===== config.mk =====
export PLATFORM = sky130hd
export DESIGN_NAME = bvlp_arbiter
export DESIGN_NICKNAME = d
export VERILOG_FILES = /design/src/bvlp_pkg.sv /design/src/bvlp_arbiter.sv
export SDC_FILE = /design/constraint.sdc
export NUM_CORES = 1
export LEC_CHECK = 0
export ABC_AREA = 1
export BUFFER_PORTS_ARGS = -buffer_cell sky130_fd_sc_hd__buf_2
export CORE_MARGIN = 2
export CORE_UTILIZATION = 58
export DETAILED_ROUTE_END_ITERATION = 8
export HOLD_SLACK_MARGIN = 0.06
export PLACE_DENSITY = 0.92
export SLEW_MARGIN = 5
export SYNTH_ARGS = -nofsm -noshare
export SYNTH_HDL_FRONTEND = slang
export SYNTH_HIERARCHICAL = 1
export SYNTH_SLANG_ARGS = --single-unit

===== constraint.sdc =====
create_clock -name CLK -period 2.7 [get_ports CLK]
set_clock_uncertainty 0.15 [all_clocks]
set_input_delay 0.135 -clock CLK [delete_from_list [all_inputs] [get_ports CLK]]
set_output_delay 0.135 -clock CLK [all_outputs]
set_load 0.01 [all_outputs]

===== src/bvlp_pkg.sv =====
// Shared constants and types for the background versus low-power arbiter, plus its timer picker
package bvlp_pkg;
   // Precedence code values
   localparam logic [1:0] CODE_BG_DEFAULT = 2'h0;   // Zero code, acts as background priority
   localparam logic [1:0] CODE_BG_FIRST   = 2'h1;   // Background work beats low power
   localparam logic [1:0] CODE_LP_FIRST   = 2'h2;   // Low power beats background work
   localparam logic [1:0] CODE_RESERVED   = 2'h3;   // Reserved, no behaviour of its own
   localparam logic [1:0] CODE_RESET      = 2'h0;   // Code value held after reset
   localparam logic [7:0] CTRL_PAGE_CODE  = 8'h1a;  // Settings page that carries the code
   // Default sizes
   localparam int         BG_FUNCS_DEF    = 2;      // Background scan and device maintenance
   localparam int         TIMERS_DEF      = 5;      // Idle a, b, c and standby y, z timers

   // Arbiter states, one-hot
   typedef enum logic [3:0] {
      ST_ACTIVE = 4'h1,   // Powered, no background work running
      ST_LOWPWR = 4'h2,   // In a timer-entered low-power condition
      ST_BGRUN  = 4'h4,   // Running one background function
      ST_BGSUSP = 4'h8    // Background function parked for host work
   } bvlp_state_t;
endpackage

// Picks the highest-priority request; bit 0 has the highest priority
module bvlp_prio_pick #(
   parameter int W = 5                 // Number of requesters
) (
   input  wire logic [W-1:0] req,      // Request vector
   output logic      [W-1:0] grant,    // One-hot grant, zero when no request
   output logic              any       // At least one request
);
   logic [W:0] seen;                   // Prefix OR of higher-priority requests

   assign seen[0] = 1'b0;
   // Prefix chain, one stage per requester
   for (genvar g = 0; g < W; g++) begin : g_pick
      assign seen[g+1] = seen[g] | req[g];
      assign grant[g]  = req[g] & ~seen[g];
   end
   assign any = seen[W];
endmodule


===== src/bvlp_arbiter.sv =====
// Arbiter between background functions and timer-driven low-power conditions
//
// Summary of operation
// - Hold the two-bit precedence code.
// - Code zero behaves as background priority.
// - Background priority wakes from timer low power.
// - Host command suspends running background function.
// - Run every initiated background function, any order.
// - After background work, enter highest expired timer.
// - Background priority finishes work before timer condition.
// - Low-power priority never wakes for background work.
// - Low-power priority runs work only when idle.
// - Low-power priority: timer expiry suspends work, enters.
module bvlp_arbiter #(
   parameter int N_BG  = bvlp_pkg::BG_FUNCS_DEF,  // Background function sources
   parameter int N_TMR = bvlp_pkg::TIMERS_DEF     // Power condition timers, bit 0 highest
) (
   input  wire logic             CLK,                       // 200 MHz clock
   input  wire logic             ARST_N,                    // Async reset, active low
   input  wire logic [1:0]       BG_POWER_PRECEDENCE_CODE,  // Precedence code setting
   input  wire logic [N_BG-1:0]  BG_TRIG,                   // Background trigger pulses
   input  wire logic [N_BG-1:0]  BG_EN,                     // Background function enables
   input  wire logic             BG_DONE,                   // Running function completed
   input  wire logic [N_TMR-1:0] TMR_EXPIRED,               // Timer expiry pulses
   input  wire logic             HOST_CMD,                  // Host command being processed
   input  wire logic             HOST_BUSY,                 // Host requests outstanding
   output logic                  BG_RUN,                    // Background function may run
   output logic      [N_BG-1:0]  BG_SEL,                    // One-hot function selected
   output logic                  BG_SUSPEND,                // Function parked for host
   output logic                  LOW_POWER,                 // In a timer low-power condition
   output logic                  PWR_ENTER,                 // Pulse: enter timer condition
   output logic      [N_TMR-1:0] PWR_SEL,                   // One-hot timer whose condition
   output logic                  PWR_WAKE                   // Pulse: leave low power
);
   // Refuse sizes the logic cannot serve
   if (N_BG < 1 || N_BG > 16 || N_TMR < 1 || N_TMR > 16) begin : g_chk
      $error("bvlp_arbiter: N_BG and N_TMR must lie in 1..16");
   end

   // Lowest set bit as a one-hot vector; the run order is free, so fixed order is simplest
   function automatic logic [N_BG-1:0] first_one(input logic [N_BG-1:0] v);
      logic [N_BG-1:0] r;
      logic            hit;
      r   = '0;
      hit = 1'b0;
      for (int i = 0; i < N_BG; i++) begin
         if (v[i] && !hit) begin
            r[i] = 1'b1;
            hit  = 1'b1;
         end
      end
      return r;
   endfunction

   bvlp_pkg::bvlp_state_t state_ff, nxt_state;   // Arbiter state
   logic [1:0]       code_ff,    nxt_code;       // Held precedence code
   logic [N_BG-1:0]  pend_ff,    nxt_pend;       // Initiated, unfinished functions
   logic [N_BG-1:0]  cur_ff,     nxt_cur;        // Function currently selected
   logic [N_TMR-1:0] exp_ff,     nxt_exp;        // Latched expired timers
   logic [N_TMR-1:0] psel_ff,    nxt_psel;       // Timer of the entered condition
   logic             run_ff,     nxt_run;        // Output copy of running state
   logic             susp_ff,    nxt_susp;       // Output copy of suspended state
   logic             low_ff,     nxt_low;        // Output copy of low-power state
   logic             enter_ff,   nxt_enter;      // Entry pulse
   logic             wake_ff,    nxt_wake;       // Wake pulse
   logic [N_TMR-1:0] tmr_grant;                  // Highest expired timer
   logic             tmr_any;                    // Any timer expired
   logic             lp_prio;                    // Low power wins
   logic             bg_prio;                    // Background wins
   logic [N_BG-1:0]  remain;                     // Pending minus finished function

   // Only the low-power code changes policy; zero and reserved fall back
   assign lp_prio = (code_ff == bvlp_pkg::CODE_LP_FIRST);
   assign bg_prio = !lp_prio;
   assign remain  = pend_ff & ~cur_ff;

   // Highest-priority expired timer
   bvlp_prio_pick #(
      .W     (N_TMR)
   ) u_tmr_pick (
      .req   (exp_ff),
      .grant (tmr_grant),
      .any   (tmr_any)
   );

   // Next-state logic for the whole arbiter
   always_comb begin
      nxt_state = state_ff;
      nxt_code  = BG_POWER_PRECEDENCE_CODE;
      // New triggers are latched even in the cycle a bit clears, so none is lost
      nxt_pend  = pend_ff | (BG_TRIG & BG_EN);
      nxt_exp   = exp_ff | TMR_EXPIRED;
      nxt_cur   = cur_ff;
      nxt_psel  = psel_ff;
      nxt_enter = 1'b0;
      nxt_wake  = 1'b0;
      case (state_ff)
         bvlp_pkg::ST_ACTIVE: begin
            if (HOST_CMD) begin
               // Host work first, nothing starts
               nxt_state = bvlp_pkg::ST_ACTIVE;
            end else if (|pend_ff && bg_prio) begin
               // Pending work holds off any expired timer
               nxt_state = bvlp_pkg::ST_BGRUN;
               nxt_cur   = first_one(pend_ff);
            end else if (tmr_any && !HOST_BUSY) begin
               // Enter the highest expired timer's condition
               nxt_state = bvlp_pkg::ST_LOWPWR;
               nxt_enter = 1'b1;
               nxt_psel  = tmr_grant;
               nxt_exp   = TMR_EXPIRED;
            end else if (|pend_ff && !HOST_BUSY) begin
               // Low-power priority: powered for other reasons and host idle
               nxt_state = bvlp_pkg::ST_BGRUN;
               nxt_cur   = first_one(pend_ff);
            end
         end
         bvlp_pkg::ST_LOWPWR: begin
            if (HOST_CMD) begin
               // A host access always brings the device up
               nxt_state = bvlp_pkg::ST_ACTIVE;
               nxt_wake  = 1'b1;
            end else if (bg_prio && |pend_ff) begin
               // Background priority leaves the timer condition
               nxt_state = bvlp_pkg::ST_BGRUN;
               nxt_wake  = 1'b1;
               nxt_cur   = first_one(pend_ff);
            end
            // Low-power priority stays put for background work
         end
         bvlp_pkg::ST_BGRUN: begin
            if (lp_prio && tmr_any) begin
               // Park the function, it stays pending, then enter the condition
               nxt_state = bvlp_pkg::ST_LOWPWR;
               nxt_enter = 1'b1;
               nxt_psel  = tmr_grant;
               nxt_exp   = TMR_EXPIRED;
            end else if (HOST_CMD) begin
               nxt_state = bvlp_pkg::ST_BGSUSP;
            end else if (BG_DONE) begin
               nxt_pend = remain | (BG_TRIG & BG_EN);
               if (|remain) begin
                  nxt_cur = first_one(remain);
               end else begin
                  // All work done; timers are checked from the active state
                  nxt_state = bvlp_pkg::ST_ACTIVE;
                  nxt_cur   = '0;
               end
            end
         end
         bvlp_pkg::ST_BGSUSP: begin
            if (lp_prio && tmr_any) begin
               nxt_state = bvlp_pkg::ST_LOWPWR;
               nxt_enter = 1'b1;
               nxt_psel  = tmr_grant;
               nxt_exp   = TMR_EXPIRED;
            end else if (!HOST_CMD && !HOST_BUSY) begin
               // Resume once the host is served
               nxt_state = bvlp_pkg::ST_BGRUN;
            end
         end
         default: begin
            nxt_state = bvlp_pkg::ST_ACTIVE;
         end
      endcase
      nxt_run  = (nxt_state == bvlp_pkg::ST_BGRUN);
      nxt_susp = (nxt_state == bvlp_pkg::ST_BGSUSP);
      nxt_low  = (nxt_state == bvlp_pkg::ST_LOWPWR);
   end

   // State registers
   always_ff @(posedge CLK or negedge ARST_N) begin
      if (!ARST_N) begin
         state_ff <= bvlp_pkg::ST_ACTIVE;
         code_ff  <= bvlp_pkg::CODE_RESET;
         pend_ff  <= '0;
         cur_ff   <= '0;
         exp_ff   <= '0;
         psel_ff  <= '0;
         run_ff   <= 1'b0;
         susp_ff  <= 1'b0;
         low_ff   <= 1'b0;
         enter_ff <= 1'b0;
         wake_ff  <= 1'b0;
      end else begin
         state_ff <= nxt_state;
         code_ff  <= nxt_code;
         pend_ff  <= nxt_pend;
         cur_ff   <= nxt_cur;
         exp_ff   <= nxt_exp;
         psel_ff  <= nxt_psel;
         run_ff   <= nxt_run;
         susp_ff  <= nxt_susp;
         low_ff   <= nxt_low;
         enter_ff <= nxt_enter;
         wake_ff  <= nxt_wake;
      end
   end

   assign BG_RUN     = run_ff;
   assign BG_SEL     = cur_ff;
   assign BG_SUSPEND = susp_ff;
   assign LOW_POWER  = low_ff;
   assign PWR_ENTER  = enter_ff;
   assign PWR_SEL    = psel_ff;
   assign PWR_WAKE   = wake_ff;
endmodule


==> summary.txt, run 1 <==
Timing
  – FMAX: ~400 MHz
  – Worst Tran Pin Value: approximately 0.55 ns
  – Share of the clock period used by the worst path: 92.93%
  – Final hold violations: 0
  – Setup_tns: 0 ns
  – RSZ-0062 raised after global routing: no
  – Finish-stage setup viols: 0
  – Crit path time final: 2.509 ns
  – Max-slew violations: 0
  – Worst rel slew slack: between 60% and 70%

Layout
  – Fillers: 160
  – Area Growth Syn to Fin: 22.72%
  – Final-stage net count: 246
  – Diodes inserted: 0
  – Ratio of cells with drive above 1 in the final layout: 30.13%
  – Multi-input gate area: 706.9 µm²
  – Reg area: ~630 µm²
  – Final cell count without fillers: 259

Worst setup path
  – Critical Path RT: roughly 2.8 ns
  – Worst Path Max Fanout: 6
  – Arrival time worst endpoint: approximately 2.6 ns
  – WS Path Type: flop to flop
  – CP endpoint kind: flop
  – Startpoint Class: flop

Logic synthesis
  – Average cell area after synthesis: 7.798 µm²
  – Number of synthesized flops with an enable pin: 0
  – Mapped Nets: 201
  – Most common library cells after synthesis: nand2_1, dfrtp_1, nand3_1
  – Synth area leader: dfrtp_1
  – Flops & latches, synth: 25
  – Leading post-synthesis cells by cell area: dfrtp_1, nand2_1, nand3_1, o21ai_0, inv_1
  – Synthesized area: 1443 µm²
  – Post-synthesis async set-or-reset flop share: 100.0%
  – Post-synthesis cell type count: 22
  – Dominant cell by count in the synthesized netlist: nand2_1
  – Ys Warns: 6
  – Yosys top cell area share: 41.63%
  – Post-Syn Instances: 185
  – Most used DFF post-synth: dfrtp_1
  – Sequential element share of the synthesized area: 43.45%

Placed design
  – Routability congestion estimate: roughly 0.96
  – Post-DP HPWL: 2227 µm
  – I/O Buffers: 27
  – Cell total after placement: 240

Drt
  – Via density per instance: 5.510
  – Routed Antenna Nets: 0
  – Avg WL per Cell: 12.96 µm
  – DRC Markers: 0
  – Router iterations before antenna repair: 5
  – Vias after detailed routing: 1,427
  – DRT Wirelength: 3356 µm
  – Initial detailed-routing violation count: 72

Power
  – Pleak: just over 0.9 nW
  – Power Density: 777.9 nW/µm²
  – Worst vdd ir: 0.0006877 V

Global route
  – Vias in the first global route: 1,285
  – Global route total overflow: 0
  – GRT Util Overall: 27.83%
  – Initial antenna violation count: 0
  – Largest net degree at the start of global routing: 26
  – First-pass GRT wire length: 5789 µm

Floorplanning
  – Initial Util: 59.87%
  – # rows: 18
  – Chip Width: 53.87 µm
  – IO Pins: 28
  – Core ar.: 2410 µm²
  – Vert. Die Dim: 53.87 µm
  – Die area: 2902 µm²

Clock network
  – Clk sinks: 25
  – Clock Latency Late Sink: 0.33 ns
  – Root Driver: clkbuf_4
  – Num CTS Buffers: 3
  – Setup bufs post-CTS: 0
  – Htree depth: 1
  – Max clock buf depth: 2
  – CTS tree: built
  – Clk slew on worst S/H paths: 0.13 ns

Flow run
  – Max-cap viol count: 0

Run status
  – Status: finished clean

Hold path
  – HP Class: input pin to flop
-- repair_timing --
item	in CTS	in global routing
hold buffers	15	0
gates resized for setup	0	0
endpoints found under the hold margin	37	0
-- logic make-up (layout without fill, tap and decap cells) --
logic type | Yosys count | after routing | synth area share (%)
AOI/OAI and AO/OA | 30 | 30 | 12.14
and+or+nand+nor | 105 | 105 | 36.86
DFF | 25 | 25 | 43.45
buffers and inverters | 25 | 69 | 7.546
-- critical path: stages (launching register included) --
cell	delay, ns
dfrtp_1	0.47
inv_2	0.10
nand2_1	0.08
nor2_4	0.20
a21oi_1	0.12
a21oi_1	0.13
dlygate4sd3_1	0.57
nand2_1	0.05
dlygate4sd3_1	0.55
-- cells in the final DEF, fill, tap and decap left out --
| cell type | instances |
|---|---|
| nand3_2 | 4 |
| dfstp_2 | 1 |
| dlygate4sd3_1 | 15 |
| or2_0 | 1 |
| nand2_2 | 9 |
| nor3_1 | 1 |
| nand3_1 | 18 |
| dfrtp_1 | 24 |
| nand2_1 | 38 |
| inv_1 | 16 |
| nand4_1 | 8 |
| a21oi_1 | 9 |
| nor2_2 | 6 |
| or2_2 | 2 |
| nor2_4 | 2 |
| o21ai_0 | 15 |
| buf_2 | 27 |
| clkbuf_4 | 3 |
| o21bai_2 | 1 |
| clkinv_2 | 1 |
| inv_2 | 7 |
| nor2_1 | 15 |
| o21ai_2 | 5 |
| nand4_2 | 1 |
-- layer usage --
layer / track usage (%) / vias to the layer above / share of wire (%)
li1: - / 695 / -
met1: 40.18 / 650 / 44
met2: 42.28 / 73 / 47
met3: 3.611 / 9 / 6.9
met4: 11.11 / 0 / 2.6
met5: 0 / - / 0
-- report_power, final --
part           internal [W]  switching [W]
Combinational      0.000236       0.000396
Sequential         0.000477      0.0000923
Clock             0.0000558       0.000119
-- through the flow --
stage	power [W]	area [µm²]	hold WS (ns)	worst slack [ns]	util, %
global placement	0.001154	1593	-0.001580	0.8424	66.10
finish	0.001377	1770	0.08499	0.1908	73.47
detailed placement	0.001170	1593	-0.001867	0.7299	66.10
global route	0.001490	1770	0.1099	0.06330	73.47
CTS	0.001363	1770	0.07730	0.2420	73.47
floorplan	0.001014	1443	-0.3106	1.056	-
-- area by class of cell --
class	instances	share of cell area, %
Multi-Input combinational cell	135	39.93
Sequential cell	25	35.41
Timing Repair Buffer	42	16.11
Inverter	23	4.876
Tap cell	30	2.120
Clock buffer	3	1.272
Clock inverter	1	0.2827
-- flip-flops by register name, summed over array words and instances, names as in the netlist --
name / flops
pend_ff: 2
state_ff: 4
BG_RUN: 1
PWR_WAKE: 1
BG_SUSPEND: 1
LOW_POWER: 1
code_ff: 2
BG_SEL: 2
PWR_SEL: 5
PWR_ENTER: 1
exp_ff: 5
-- path summary, 6_finish.rpt --
path	startpoint	endpoint	slack [ns]	cells after the start
max in group asynchronous	ARST_N	state_ff[0]	1.85	2
setup reg to reg	state_ff[3]	pend_ff[0]	0.19	8
min in group asynchronous	ARST_N	code_ff[1]	0.17	2
setup / recovery	state_ff[3]	pend_ff[0]	0.19	8
hold / removal	HOST_BUSY	state_ff[3]	0.08	3
hold reg to reg	BG_SEL[1]	BG_SEL[1]	0.37	2
Note: power is estimated with default switching activity, not from simulation.
==> run 2: changes to the inputs <==
CORE_UTILIZATION = 57   (was 58)
SYNTH_HIERARCHICAL = unset   (was 1)
==> run 2 against run 1 <==
  * Worst hold slack lost 0.011 ns
  * Power grew 1.3%
  * Largest cell class unchanged
  * Design area shrank 3.8%
  * Via count shrank 2.8%
==> summary.txt, run 2 <==
Logic synthesis
  – Mux contribution to synthesized area: 0%
  – Sequential element share of the synthesized area: 46.22%
  – Mapped Nets: 189
  – Synthesized area: 1356 µm²
  – Ys Warns: 0
  – Flops & latches, synth: 25
  – Synth area leader: dfrtp_1
  – Main combinational cell family by area after synthesis: simple AND/OR/NAND/NOR gates
  – Leading post-synthesis cells by cell area: dfrtp_1, nand2_1, nand3_1, inv_1, nand2_4
  – Most used DFF post-synth: dfrtp_1
  – Xor and xnor fraction of the mapped netlist area: 0%
  – Post-synthesis async set-or-reset flop share: 100.0%
  – Dominant cell by count in the synthesized netlist: nand2_1
  – Synth Area in Adders: 0%
  – Post-synthesis cell type count: 21
  – Most common library cells after synthesis: nand2_1, dfrtp_1, inv_1
  – Simple-gate share of the synthesized area: 38.19%
  – Number of synthesized flops with an enable pin: 0
  – Post-Syn Instances: 173
  – Compound-Gate Fraction of Synth Area: under 10%
  – Average cell area after synthesis: 7.840 µm²
  – Yosys top cell area share: around 44%

Clock network
  – Clk sinks: 25
  – Clock Latency Late Sink: 0.33 ns
  – Num CTS Buffers: 3
  – Htree depth: 1
  – Root Driver: clkbuf_4
  – Setup bufs post-CTS: 0
  – CTS tree: built
  – Clk slew on worst S/H paths: 0.14 ns
  – Max clock buf depth: 2

Layout
  – Design Area, Final: 1703 µm²
  – Most common cell after layout, fill and taps aside: nand2_1
  – Ratio of cells with drive above 1 in the final layout: 22.83%
  – Diodes inserted: 0
  – Final-stage net count: 236
  – Area Growth Syn to Fin: 25.55%
  – Final cell count without fillers: 247
  – Commonest cells after routing, fill and taps aside: nand2_1, buf_2, dfrtp_1
  – Fillers: 162

Power
  – Pleak: approximately 0.94 nW
  – Power Density: 819.5 nW/µm²
  – Worst vdd ir: 0.0005446 V

Timing
  – Worst rel slew slack: a little over three fifths
  – Share of the clock period used by the worst path: 80.28%
  – Setup_tns: 0 ns
  – RSZ-0062 raised after global routing: no
  – Crit path time final: 2.168 ns
  – FMAX: 461.4 MHz
  – Final hold slack: 0.07440 ns
  – Finish-stage setup viols: 0
  – Final hold violations: 0
  – Worst Tran Pin Value: 0.5591 ns
  – Max-slew violations: 0

Global route
  – Global route total overflow: 0
  – Initial antenna violation count: 0
  – Grt met2 use: approximately half
  – Vias in the first global route: 1,359
  – Met1 GRT Util: 30.28%
  – First-pass GRT wire length: 5658 µm
  – Largest net degree at the start of global routing: 26
  – GRT Util Overall: between 20% and 30%
  – Met3 Usage GRT: roughly 4.0%
  – Gr busiest metal: met2

Worst setup path
  – Startpoint Class: flop
  – WS Path Type: flop to flop
  – Critical Path RT: 2.79 ns
  – Reg2Reg Depth: 6
  – Worst Path Max Fanout: 5
  – CP endpoint kind: flop
  – Arrival time worst endpoint: 2.25 ns

Placed design
  – Cell total after placement: approximately 230
  – Placed inst area: ~1500 µm²
  – Routability congestion estimate: 0.8735
  – Post-DP HPWL: 2184 µm
  – I/O Buffers: 27

Drt
  – DRC Markers: 0
  – Initial detailed-routing violation count: 49
  – Vias after detailed routing: 1,387
  – Avg WL per Cell: about 14 µm
  – DRT Wirelength: 3445 µm
  – Router iterations before antenna repair: 5
  – Routed Antenna Nets: 0
  – Via density per instance: 5.615

Floorplanning
  – Die area: 2786 µm²
  – Chip Width: about 53 µm
  – # rows: 17
  – Core ar.: 2233 µm²
  – IO Pins: 28
  – Vert. Die Dim: 52.78 µm
  – Initial Util: around three fifths

Hold path
  – Hold depth: 5
  – HP Class: input pin to flop

Run status
  – Status: finished clean

Flow run
  – Max-cap viol count: 0
==> run 2: cell type report <==
cell class                      instances  area [µm²]  area share, %
Inverter                               25       96.34          5.658
Sequential cell                        25       626.9          36.81
Timing Repair Buffer                   42       285.3          16.75
Tap cell                               28       35.03          2.057
Multi-Input combinational cell        123       633.1          37.18
Clock buffer                            4       26.28          1.543
==> run 2: worst paths after layout <==
check | from | slack, ns | endpoint
hold reg to reg | PWR_SEL[0] | 0.34 | PWR_SEL[0]
min in group asynchronous | ARST_N | 0.16 | PWR_ENTER
hold / removal | BG_DONE | 0.07 | state_ff[0]
setup / recovery | pend_ff[0] | 0.53 | pend_ff[0]
setup reg to reg | pend_ff[0] | 0.53 | pend_ff[0]
max in group asynchronous | ARST_N | 1.87 | state_ff[0]
==> run 2: logic make-up after synthesis <==
| family | after synthesis |
|---|---|
| flip-flops | 25 |
| buffers and inverters | 25 |
| AND/OR/NAND/NOR | 102 |
| AO/OA/AOI/OAI | 21 |
==> run 2: worst max-delay path, stage by stage (launching register included) <==
cell           delay, ns
dfrtp_1             0.42
inv_2               0.10
nor2_1              0.06
a21oi_1             0.15
dlygate4sd3_1       0.59
nand2_1             0.06
dlygate4sd3_1       0.54
==> run 2: timing repair <==
| item | in CTS | in global routing |
|---|---|---|
| setup endpoints to repair | 0 | 0 |
| gates resized for setup | 0 | 0 |
| endpoints found under the hold margin | 35 | 0 |
| hold buffers | 15 | 0 |
==> run 2: power breakdown <==
| group | internal, W | switching [W] | leakage, nW |
|---|---|---|---|
| sequential | 0.000492 | 0.0000913 | 0.308 |
| clock | 0.0000581 | 0.000117 | 0.0150 |
| combinational | 0.000231 | 0.000406 | 0.616 |
==> run 2: per-stage QoR <==
stage / util, % / worst slack, ns / power (W)
CTS: 76.25 / 0.6246 / 0.001364
detailed placement: 68.35 / 1.105 / 0.001170
floorplan: - / 1.275 / 0.0009936
finish: 76.25 / 0.5325 / 0.001396
global route: 76.25 / 0.4174 / 0.001488
global placement: 68.35 / 1.154 / 0.001138
==> run 2: routing by layer <==
| layer | up-vias | wire (µm) |
|---|---|---|
| li1 | 651 | - |
| met1 | 669 | 1382 |
| met2 | 58 | 1829 |
| met3 | 9 | 150 |
| met4 | 0 | 82 |
| met5 | - | 0 |
==> run 3: changes to the inputs <==
CORE_UTILIZATION = 48   (was 57)
PLACE_DENSITY = 0.83   (was 0.92)
clock period = 1.8 ns   (was 2.7 ns; I/O delays follow)
==> run 3 against run 2 <==
  * Sequential power increased by 49%
  * Critical endpoint is now BG_SEL[1]
  * Clock power increased by 40%
  * Wire length decreased by 15%
  * Highest routed layer unchanged
  * Fmax increased by 34%
  * Critical path type unchanged
  * Count of clock-buffer cells in the layout decreased by 1
  * Worst setup slack got worse by 0.35 ns
  * Design area decreased by 0.29%
  * Sequential share of layout area increased by 0.11 points
  * Worst hold slack got worse by 0.013 ns
==> summary.txt, run 3 (synthesized netlist as in run 2, its figures left out) <==
Layout
  – Final-stage net count: about 240
  – Most common cell after layout, fill and taps aside: nand2_1
  – Commonest cells after routing, fill and taps aside: nand2_1, buf_2, dfrtp_1
  – Area Growth Syn to Fin: 25.18%
  – Ratio of cells with drive above 1 in the final layout: 23.39%
  – Diodes inserted: 0

Clock network
  – Root Driver: clkbuf_4
  – Htree depth: 1
  – Clock Latency Late Sink: 0.31 ns
  – Num CTS Buffers: 3
  – Setup bufs post-CTS: 0
  – PostCTS Resize Cnt: 0
  – Clk sinks: 25
  – CTS tree: built
  – Max clock buf depth: 2
  – Clk slew on worst S/H paths: 0.13 ns

Floorplanning
  – Chip Width: 57.16 µm
  – Core ar.: ~2700 µm²
  – Vert. Die Dim: about 57 µm
  – Initial Util: 50.05%
  – # rows: 19
  – IO Pins: 28
  – Die area: 3267 µm²

Drt
  – DRC Markers: 0
  – Initial detailed-routing violation count: 32
  – Vias after detailed routing: 1,252
  – Avg WL per Cell: about 12 µm
  – DRT Wirelength: between 2000 and 3000 µm
  – Router iterations before antenna repair: 4
  – Via density per instance: 5.028
  – Routed Antenna Nets: 0

Power
  – Pleak: roughly 0.94 nW
  – Worst vdd ir: 0.0007305 V
  – Power Density: approximately 1200 nW/µm²
  – Total power: ~0.0020 W

Worst setup path
  – WS Path Type: flop to flop
  – R2r setup slk: 0.18 ns
  – Reg2Reg Depth: 6
  – Worst reg2reg startpoint: state_ff[0]
  – Reg2reg end: BG_SEL[1]
  – CP endpoint kind: flop
  – Arrival time worst endpoint: 1.73 ns
  – Worst Path Max Fanout: 10
  – Startpoint Class: flop
  – Critical Path RT: 1.91 ns

Timing
  – Final hold violations: 0
  – Finish-stage setup viols: 0
  – Worst rel slew slack: 63.64%
  – Worst Tran Pin Value: ~0.55 ns
  – Max-slew violations: 0
  – Setup_tns: 0 ns
  – FMAX: 617.3 MHz
  – Crit path time final: between 1.5 and 2 ns
  – Share of the clock period used by the worst path: 89.99%
  – RSZ-0062 raised after global routing: no

Global route
  – GRT Util Overall: 20.21%
  – Global route total overflow: 0
  – Largest net degree at the start of global routing: 26
  – First-pass GRT wire length: 5216 µm
  – Initial antenna violation count: 0
  – Vias in the first global route: 1,239

Placed design
  – Post-DP HPWL: around 2200 µm
  – I/O Buffers: 27
  – Routability congestion estimate: 0.8371

Hold path
  – Hold depth: 5
  – Hold_sp: HOST_BUSY
  – HP Class: input pin to flop
  – Worst Hold Endpoint: state_ff[3]

Flow run
  – Max-cap viol count: 0

Run status
  – Status: finished clean
[run 3: critical path: stages (launching register included)]
cell	delay (ns)
dfstp_2	0.59
nand2_1	0.09
nor2_4	0.24
nand4_1	0.20
nand3_1	0.15
nand2_1	0.07
nand2_1	0.07
[run 3: per-layer routing]
metal	share of wire, %	global-route usage [%]	vias to the layer above	routed length, µm
li1	-	-	649	-
met1	44	25.63	568	1277
met2	51	34.81	26	1486
met3	3.5	2.494	9	103
met4	2.3	8.638	0	67
met5	0	0	-	0
[run 3: layout make-up]
class	instances	area, µm²
inverter	25	96.34
sequential	25	626.9
multi-input combinational	123	633.1
fill	259	1012
tap	31	38.79
clock inverter	1	5.005
timing repair buffer	41	275.3
clock buffer	3	22.52
[run 3: per-stage QoR]
stage	setup WS (ns)	instances	area [µm²]	util [%]	hold slack (ns)
after global routing	0.03055	249	1698	62.65	0.09203
after global placement	0.2495	231	1530	56.46	-0.04270
after floorplan	0.3745	173	1356	-	-0.3556
after CTS	0.1692	249	1698	62.65	0.06155
after detailed placement	0.1985	231	1530	56.46	-0.04288
final	0.1802	249	1698	62.65	0.06105
[run 3: power by group]
group          switching, W  internal [W]  total, W  leakage, nW
registers          0.000128      0.000738  0.000866        0.308
logic              0.000556      0.000346  0.000901        0.617
clock network      0.000162     0.0000831  0.000245       0.0177
total              0.000846       0.00117   0.00201        0.943
[run 3: worst max-delay path by stage]
stage                      from   endpoint  slack [ns]  cells after the start
floorplan           state_ff[0]  BG_SEL[0]        0.37                      6
global placement    state_ff[0]  BG_SEL[0]        0.25                      6
global route        state_ff[0]  BG_SEL[1]        0.03                      6
detailed placement  state_ff[0]  BG_SEL[1]        0.20                      6
CTS                 state_ff[0]  BG_SEL[1]        0.17                      6
finish              state_ff[0]  BG_SEL[1]        0.18                      6
[run 3: what timing repair did]
item | 4_1_cts | 5_1_grt
hold endpoints to repair | 37 | 0
endpoints found under the setup margin | 0 | 1
hold buffers | 14 | 0
